<file path="src/include/ais_pkg.sv">
/*
  Shared constants and types of the power-up and initialisation sequencer:
  register offsets, field positions, reset values and timing counts.
  Assumes a 250 MHz system clock.
*/
`default_nettype none

package ais_pkg;

  // ==========================================================================
  // Timing
  localparam int unsigned CLK_KHZ          = 250000;
  localparam int unsigned INIT_DONE_MS     = 32;
  localparam int unsigned ISO_READY_MS     = 62;
  localparam int unsigned READY_PULSE_NS   = 15625;
  localparam int unsigned INIT_DONE_CYCLES = INIT_DONE_MS * CLK_KHZ;
  localparam int unsigned ISO_READY_CYCLES = ISO_READY_MS * CLK_KHZ;
  // A pulse length is a longest time, so it rounds down
  localparam int unsigned READY_PULSE_CYCLES =
    (READY_PULSE_NS * (CLK_KHZ / 1000)) / 1000;
  localparam int unsigned DELAY_W = 24;
  localparam int unsigned PULSE_W = 12;

  // ==========================================================================
  // Register offsets (byte addresses)
  localparam logic [7:0] PRIMARY_STATUS_OFS   = 8'h00;
  localparam logic [7:0] INT_MASK_OFS         = 8'h04;
  localparam logic [7:0] SECONDARY_STATUS_OFS = 8'h08;
  localparam logic [7:0] DEVICE_CONFIG_OFS    = 8'h0c;
  localparam logic [7:0] CONFIG_LOCK_OFS      = 8'h10;
  localparam logic [7:0] ISO_ACCESS_OFS       = 8'h14;
  localparam logic [7:0] INPUT_SHORT_OFS      = 8'h18;

  // ==========================================================================
  // Field positions and values
  localparam int unsigned CONV_READY_BIT   = 4;
  localparam int unsigned INIT_DONE_BIT    = 5;
  localparam int unsigned ISO_READY_BIT    = 0;
  localparam int unsigned LOCKED_BIT       = 1;
  localparam int unsigned SHORT_ACTIVE_BIT = 2;
  localparam int unsigned CLOCK_OUT_EN_BIT = 0;
  localparam int unsigned SOFT_RESET_BIT   = 1;
  localparam int unsigned ISO_WR_EN_BIT    = 0;
  localparam int unsigned SHORT_SEL_BIT    = 0;
  localparam logic [7:0]  LOCK_KEY         = 8'hd4;
  localparam logic [7:0]  STATUS_RESET     = 8'h00;
  localparam logic [7:0]  MASK_RESET       = 8'h00;

  // Event flags held in the primary status register
  typedef struct packed {
    logic       initDone;
    logic       convReady;
  } ais_events_t;

  localparam ais_events_t EVENTS_NONE = '{initDone: 1'b0, convReady: 1'b0};

endpackage

`default_nettype wire

</file>
<file path="src/hw/ais_delay.sv">
/*
  Restartable one-shot delay: done rises LIMIT cycles after reset or
  restart and then stays high.
  Assumes a synchronous active-low reset.
*/
`default_nettype none

module ais_delay #(
  parameter logic [ais_pkg::DELAY_W-1:0] LIMIT = 24'h000010
) (
  input  wire logic clock,
  input  wire logic rstn,
  input  wire logic restart,
  output var  logic done
);

  // ==========================================================================
  // Counter
  logic [ais_pkg::DELAY_W-1:0] count_reg;
  logic [ais_pkg::DELAY_W-1:0] count_next;
  logic                        done_reg;
  logic                        done_next;

  always_comb begin
    count_next = count_reg;
    done_next  = done_reg;
    if (restart) begin
      count_next = '0;
      done_next  = 1'b0;
    end else if (!done_reg) begin
      count_next = count_reg + 1'b1;
      done_next  = (count_next == LIMIT);
    end
  end

  always_ff @(posedge clock) begin
    if (!rstn) begin
      count_reg <= '0;
      done_reg  <= 1'b0;
    end else begin
      count_reg <= count_next;
      done_reg  <= done_next;
    end
  end

  assign done = done_reg;

endmodule

`default_nettype wire

</file>
<file path="src/hw/ais_init_seq.sv">
/*
  Power-up and initialisation sequencer of an isolated sigma-delta ADC
  front end, with a classic Wishbone register slave, sticky event flags,
  an interrupt and the shared clock-out / sample-ready pin.
  Assumes one 250 MHz clock, synchronous active-low reset, and a
  conversion strobe from the modulators synchronous to the clock.
*/
`default_nettype none

module ais_init_seq #(
  parameter logic [ais_pkg::DELAY_W-1:0] INIT_DONE_CYCLES =
    ais_pkg::DELAY_W'(ais_pkg::INIT_DONE_CYCLES),
  parameter logic [ais_pkg::DELAY_W-1:0] ISO_READY_CYCLES =
    ais_pkg::DELAY_W'(ais_pkg::ISO_READY_CYCLES)
) (
  input  wire logic        clock,
  input  wire logic        rstn,
  input  wire logic        wb_cyc_i,
  input  wire logic        wb_stb_i,
  input  wire logic        wb_we_i,
  input  wire logic [7:0]  wb_adr_i,
  input  wire logic [3:0]  wb_sel_i,
  input  wire logic [31:0] wb_dat_i,
  output var  logic [31:0] wb_dat_o,
  output var  logic        wb_ack_o,
  input  wire logic        sampleStrobe,
  output var  logic        clockOrReadyOutPin,
  output var  logic        inputShortEnable,
  output var  logic        irq,
  output var  logic        irqN
);

  // ==========================================================================
  // Start-up timers
  logic softReset_reg;
  logic softReset_next;
  logic initDoneLevel;
  logic isoReady;
  logic initDonePrev_reg;

  ais_delay #(.LIMIT(INIT_DONE_CYCLES)) initTimer (
    .clock   (clock),
    .rstn    (rstn),
    .restart (softReset_reg),
    .done    (initDoneLevel)
  );

  ais_delay #(.LIMIT(ISO_READY_CYCLES)) isoTimer (
    .clock   (clock),
    .rstn    (rstn),
    .restart (softReset_reg),
    .done    (isoReady)
  );

  // ==========================================================================
  // Bus decode
  logic        busReq;
  logic        wrStrobe;
  logic        ack_reg;
  logic        ack_next;
  logic [31:0] rdData_reg;
  logic [31:0] rdData_next;
  logic        lowLane;

  assign busReq   = wb_cyc_i && wb_stb_i;
  assign wrStrobe = busReq && wb_we_i && ack_reg;
  assign lowLane  = wb_sel_i[0];

  function automatic logic hit(input logic [7:0] adr, input logic [7:0] ofs);
    hit = (adr == ofs);
  endfunction

  // ==========================================================================
  // Registers and events
  ais_pkg::ais_events_t status_reg;
  ais_pkg::ais_events_t status_next;
  ais_pkg::ais_events_t mask_reg;
  ais_pkg::ais_events_t mask_next;
  ais_pkg::ais_events_t setEv;
  ais_pkg::ais_events_t clrEv;
  logic                 locked_reg;
  logic                 locked_next;
  logic                 clkOutEn_reg;
  logic                 clkOutEn_next;
  logic                 isoWrEn_reg;
  logic                 isoWrEn_next;
  logic                 shortSel_reg;
  logic                 shortSel_next;
  logic [7:0]           statusByte;
  logic [7:0]           maskByte;
  logic [7:0]           secondaryByte;
  logic [7:0]           wrByte;

  assign wrByte = wb_dat_i[7:0];

  always_comb begin
    setEv                    = ais_pkg::EVENTS_NONE;
    setEv.initDone           = initDoneLevel && !initDonePrev_reg;
    setEv.convReady          = sampleStrobe && isoReady;
    clrEv                    = ais_pkg::EVENTS_NONE;
    if (wrStrobe && lowLane &&
        hit(wb_adr_i, ais_pkg::PRIMARY_STATUS_OFS)) begin
      clrEv.initDone  = wrByte[ais_pkg::INIT_DONE_BIT];
      clrEv.convReady = wrByte[ais_pkg::CONV_READY_BIT];
    end
  end

  always_comb begin
    // A set in the same cycle as its clear wins
    status_next   = (status_reg & ~clrEv) | setEv;
    mask_next     = mask_reg;
    locked_next   = locked_reg;
    clkOutEn_next = clkOutEn_reg;
    isoWrEn_next  = isoWrEn_reg;
    shortSel_next = shortSel_reg;
    softReset_next = 1'b0;
    if (wrStrobe && lowLane) begin
      if (hit(wb_adr_i, ais_pkg::INT_MASK_OFS)) begin
        mask_next.initDone  = wrByte[ais_pkg::INIT_DONE_BIT];
        mask_next.convReady = wrByte[ais_pkg::CONV_READY_BIT];
      end else if (hit(wb_adr_i, ais_pkg::DEVICE_CONFIG_OFS)) begin
        softReset_next = wrByte[ais_pkg::SOFT_RESET_BIT];
        if (!locked_reg) begin
          clkOutEn_next = wrByte[ais_pkg::CLOCK_OUT_EN_BIT];
        end
      end else if (hit(wb_adr_i, ais_pkg::CONFIG_LOCK_OFS)) begin
        if (wrByte == ais_pkg::LOCK_KEY) begin
          locked_next = 1'b1;
        end
      end else if (hit(wb_adr_i, ais_pkg::ISO_ACCESS_OFS)) begin
        isoWrEn_next = wrByte[ais_pkg::ISO_WR_EN_BIT];
      end else if (hit(wb_adr_i, ais_pkg::INPUT_SHORT_OFS)) begin
        if (isoWrEn_reg) begin
          shortSel_next = wrByte[ais_pkg::SHORT_SEL_BIT];
        end
      end
    end
    if (softReset_reg) begin
      status_next   = ais_pkg::EVENTS_NONE;
      mask_next     = ais_pkg::EVENTS_NONE;
      locked_next   = 1'b0;
      clkOutEn_next = 1'b0;
      isoWrEn_next  = 1'b0;
      shortSel_next = 1'b0;
    end
  end

  always_ff @(posedge clock) begin
    if (!rstn) begin
      status_reg       <= ais_pkg::EVENTS_NONE;
      mask_reg         <= ais_pkg::EVENTS_NONE;
      locked_reg       <= 1'b0;
      clkOutEn_reg     <= 1'b0;
      isoWrEn_reg      <= 1'b0;
      shortSel_reg     <= 1'b0;
      softReset_reg    <= 1'b0;
      initDonePrev_reg <= 1'b0;
    end else begin
      status_reg       <= status_next;
      mask_reg         <= mask_next;
      locked_reg       <= locked_next;
      clkOutEn_reg     <= clkOutEn_next;
      isoWrEn_reg      <= isoWrEn_next;
      shortSel_reg     <= shortSel_next;
      softReset_reg    <= softReset_next;
      initDonePrev_reg <= initDoneLevel && !softReset_reg;
    end
  end

  // ==========================================================================
  // Read path
  always_comb begin
    statusByte                              = ais_pkg::STATUS_RESET;
    statusByte[ais_pkg::INIT_DONE_BIT]      = status_reg.initDone;
    statusByte[ais_pkg::CONV_READY_BIT]     = status_reg.convReady;
    maskByte                                = ais_pkg::MASK_RESET;
    maskByte[ais_pkg::INIT_DONE_BIT]        = mask_reg.initDone;
    maskByte[ais_pkg::CONV_READY_BIT]       = mask_reg.convReady;
    secondaryByte                           = 8'h00;
    secondaryByte[ais_pkg::ISO_READY_BIT]   = isoReady;
    secondaryByte[ais_pkg::LOCKED_BIT]      = locked_reg;
    secondaryByte[ais_pkg::SHORT_ACTIVE_BIT] = shortSel_reg;
  end

  always_comb begin
    ack_next    = busReq && !ack_reg;
    rdData_next = rdData_reg;
    if (ack_next) begin
      rdData_next = 32'h0000_0000;
      if (hit(wb_adr_i, ais_pkg::PRIMARY_STATUS_OFS)) begin
        rdData_next[7:0] = statusByte;
      end else if (hit(wb_adr_i, ais_pkg::INT_MASK_OFS)) begin
        rdData_next[7:0] = maskByte;
      end else if (hit(wb_adr_i, ais_pkg::SECONDARY_STATUS_OFS)) begin
        rdData_next[7:0] = secondaryByte;
      end else if (hit(wb_adr_i, ais_pkg::DEVICE_CONFIG_OFS)) begin
        rdData_next[ais_pkg::CLOCK_OUT_EN_BIT] = clkOutEn_reg;
      end else if (hit(wb_adr_i, ais_pkg::CONFIG_LOCK_OFS)) begin
        rdData_next[0] = locked_reg;
      end else if (hit(wb_adr_i, ais_pkg::ISO_ACCESS_OFS)) begin
        rdData_next[ais_pkg::ISO_WR_EN_BIT] = isoWrEn_reg;
      end else if (hit(wb_adr_i, ais_pkg::INPUT_SHORT_OFS)) begin
        rdData_next[ais_pkg::SHORT_SEL_BIT] = shortSel_reg;
      end
    end
  end

  always_ff @(posedge clock) begin
    if (!rstn) begin
      ack_reg    <= 1'b0;
      rdData_reg <= 32'h0000_0000;
    end else begin
      ack_reg    <= ack_next;
      rdData_reg <= rdData_next;
    end
  end

  assign wb_ack_o = ack_reg;
  assign wb_dat_o = rdData_reg;

  // ==========================================================================
  // Clock-out / sample-ready pin
  logic [ais_pkg::PULSE_W-1:0] pulseCnt_reg;
  logic [ais_pkg::PULSE_W-1:0] pulseCnt_next;
  logic                        divClk_reg;
  logic                        pin_reg;
  logic                        pin_next;

  always_comb begin
    pulseCnt_next = pulseCnt_reg;
    if (setEv.convReady) begin
      pulseCnt_next = ais_pkg::PULSE_W'(ais_pkg::READY_PULSE_CYCLES);
    end else if (pulseCnt_reg != '0) begin
      pulseCnt_next = pulseCnt_reg - 1'b1;
    end
    if (clkOutEn_reg) begin
      pin_next = divClk_reg;
    end else begin
      pin_next = (pulseCnt_next == '0);
    end
  end

  always_ff @(posedge clock) begin
    if (!rstn) begin
      pulseCnt_reg <= '0;
      divClk_reg   <= 1'b0;
      pin_reg      <= 1'b1;
    end else begin
      pulseCnt_reg <= pulseCnt_next;
      divClk_reg   <= !divClk_reg;
      pin_reg      <= pin_next;
    end
  end

  assign clockOrReadyOutPin = pin_reg;
  assign inputShortEnable   = shortSel_reg;

  // ==========================================================================
  // Interrupt
  logic irq_reg;

  always_ff @(posedge clock) begin
    if (!rstn) begin
      irq_reg <= 1'b0;
    end else begin
      irq_reg <= status_next.initDone ||
                 (status_next.convReady && mask_next.convReady);
    end
  end

  assign irq  = irq_reg;
  assign irqN = !irq_reg;

endmodule

`default_nettype wire

</file>
<file path="config.mk">
export PLATFORM = sky130hd
export DESIGN_NAME = ais_init_seq
export DESIGN_NICKNAME = d
export VERILOG_FILES = /design/src/include/ais_pkg.sv /design/src/hw/ais_delay.sv /design/src/hw/ais_init_seq.sv
export SDC_FILE = /design/constraint.sdc
export NUM_CORES = 1
export LEC_CHECK = 0
export CORE_ASPECT_RATIO = 0.9
export CORE_MARGIN = 2
export CORE_UTILIZATION = 55
export DETAILED_ROUTE_END_ITERATION = 6
export DONT_BUFFER_PORTS = 1
export PLACE_DENSITY = 0.73
export SYNTH_ARGS = -nofsm -noshare
export SYNTH_HDL_FRONTEND = slang
export SYNTH_SLANG_ARGS = --single-unit
</file>
<file path="constraint.sdc">
create_clock -name clock -period 2.2 [get_ports clock]
set_input_delay 0.44 -clock clock [delete_from_list [all_inputs] [get_ports clock]]
set_output_delay 0.44 -clock clock [all_outputs]
set_load 0.05 [all_outputs]
</file>
==> flow_summary_export.csv <==
group,metric,value,unit
finish,fin_util,61.3,%
worst_hold_path,worstHoldEndpoint,"pulseCnt_reg[9]",
placed_design,hpwl,7210,µm
cts,clock_path_buffers,2,
synth,yosys-top-cells-area,"dfxtp_1 35%, nor2_1 7.7%, xor2_1 6.1%",
route,dr_wl_met3,467,µm
pwr,p_leak,1.79,nW
synth,yosys-top-cells-count,"94 x nor2_1, 81 x dfxtp_1, 43 x nand2_1, 32 x xor2_1, 31 x nand3_1",
timing,whs,212,ps
synth,synth_seq_cells,81,
synth,netlist.area_leader.share,35.2,%
cts,clk_pin_slew,70,ps
cts,h-tree-depth,3,
timing,finalHoldViolCount,0,
route,final_antenna_net_count,0,
synth,synth.most_common_cell,"nor2_1",
worst_hold_path,hold_class,"input pin to flop",
finish,stdcell_count,705,
route,vias_per_cell,5.71,
placed_design,gp_congestion,0.901,
finish,antenna_cells,0,
critical_path,worst-endpoint-arrival,2380,ps
pwr,powerDensity,779,nW/µm²
route,route.detailed.drc,0,
floorplanning,die_y,90.8,µm
timing,relSlewSlack,61.8,%
critical_path,path_max_fanout,6,
critical_path,r2r_end,"clockOrReadyOutPin",
timing,fmax,0.474,GHz
synth,synth_edf_count,0,
cts,clock_latency,360,ps
critical_path,reg2reg_slack,90,ps
timing,skew,8.42,ps
timing,worst_pin_slew,573,ps
cts,cts_tree,"built",
synth,ys_seq_area_share,35.2,%
grt,grt_pass1_vias,3776,
critical_path,cp-start-kind,"flop",
synth,synth-async-reset-ratio,0,%
grt,grt_overflow_total,0,
route,firstDrtPassIters,4,
critical_path,reg2regPathDepth,6,
route,post_drt_wl_per_cell,14.1,µm
cts,cts.sinks,81,
synth,yosysUniqueCellTypes,55,
worst_hold_path,min_from,"rstn",
route,highest_layer,"met4",
floorplanning,start_util,57.0,%
route,met1Wirelength,4740,µm
flow_run,cap_violations,0,
finish,final_nets,659,
cts,ctsHoldBuffers,0,
route,wl_met2,4620,µm
grt,grt_pass1_wl,16900,µm
route,wirelength,9950,µm
finish,drive_gt1_share,9.08,%
floorplanning,die_w,100,µm
floorplanning,rows,31,
floorplanning,ios,87,
timing,setup_viol,0,
timing,min_period_over_period,95.8,%
placed_design,dp.cells,691,
grt,grt_max_degree,57,
synth,syn_area_per_cell,7.85,µm²
cts,cts_buffers,9,
synth,synth_top_cell_by_area,"dfxtp_1",
synth,syn-cell-area,4600,µm²
grt,grt_util_all_layers,22.4,%
placed_design,port_buffers,0,
cts,cts_root_buffer,"clkbuf_8",
critical_path,critical_path_class,"flop to flop",
worst_hold_path,worst_hold_path.num_cells,1,
floorplanning,die_area,9110,µm²
finish,area_delta_synth_final,7.42,%
floorplanning,coreArea,8070,µm²
synth,synthCells,586,
route,drtIter0Drc,165,
timing,finalMaxSlewViolations,0,
grt,antenna_found_initial,0,
pwr,ir_drop,0.455,mV
timing,period_minus_slack,2110,ps
critical_path,endpoint_kind,"flop",
timing,rsz0062_at_grt,"no",
synth,yosysWarnings,0,
critical_path,cp-startpoint,"pulseCnt_reg[3]",
critical_path,critical_path_required,2470,ps
route,vias,4026,
outcome,outcome,"complete, no violations",
timing,fin_setup_tns,0,ps
critical_path,r2r-start,"pulseCnt_reg[3]",
synth,synth_ff_type,"dfxtp_1",
how the worst max path moves through the flow:
stage | to | depth (start not counted)
detailed placement | clockOrReadyOutPin | 6
floorplan | clockOrReadyOutPin | 8
global route | clockOrReadyOutPin | 6
CTS | clockOrReadyOutPin | 6
finish | clockOrReadyOutPin | 6
global placement | clockOrReadyOutPin | 6
final cells by class:
type                    count  area [µm²]
repair buffers             32         240
clock inverters             1        30.0
clock buffers              12         135
multi-input cells         463        2730
well taps                  99         124
fillers                   753        3130
inverters                  17        63.8
flip-flops and latches     81        1620
what timing repair did:
item | CTS | global route
buffers inserted | 0 | 1
setup endpoints to repair | 0 | 7
resized for setup | 0 | 4
per-stage QoR:
step / worst slack [ps] / area, µm² / power, mW
finish: 91.5 / 4940 / 3.85
global route: 3.82 / 4940 / 4.06
CTS: 66.1 / 4920 / 3.85
detailed placement: 79.7 / 4760 / 2.85
global placement: 113 / 4760 / 2.83
floorplan: 131 / 4700 / 2.67
cells in the final DEF (no fill, tap or decap), drive strengths merged, types with 3 or more instances in the layout:
cell type	Yosys	final
a21oi	23	23
nor3b	7	7
mux2i	9	9
o31ai	5	5
dfxtp	81	81
nor3	24	24
xnor2	26	26
nor2b	3	3
clkbuf	18	12
or4	4	4
nand3	31	31
a221oi	3	3
conb	1	27
xor2	32	32
nand2	43	43
nand4	23	23
nand2b	9	9
or2	3	3
nor4	13	13
inv	17	17
and2	4	4
and3	7	7
nand3b	5	5
o21ai	15	15
and4	6	6
buf	33	32
ha	5	5
nor2	95	95
or3	10	10
a31oi	6	6
cell families after synthesis:
| group | after synthesis | share of synthesized area [%] |
|---|---|---|
| simple gates | 293 | 32.4 |
| flops | 81 | 35.2 |
| compound gates | 70 | 9.71 |
| buf+inv | 68 | 7.94 |
| xor+xnor | 58 | 11.0 |
| mux | 10 | 2.20 |
| fa+ha+maj | 5 | 1.36 |
| other cells | 1 | 0.0815 |
report_power, final:
group	switching [mW]	leakage [nW]	internal, mW
registers	0.106	0.657	1.56
logic	0.711	1.05	0.475
clock network	0.487	0.0824	0.508
total	1.30	1.79	2.55
worst max-delay path, stage by stage, from the launching register on:
cell	delay [ps]
dfxtp_1	360
or4_1	680
nor4_4	440
nor2_2	100
a22oi_2	150
nand4_1	120
o31ai_2	180
routing by layer:
metal  vias to the layer above  track usage [%]
li1                       2030                -
met1                      1889             29.4
met2                        90             36.4
met3                        17             5.34
met4                         0             6.39
met5                         -                0
Power figures use the tool's default switching activity.
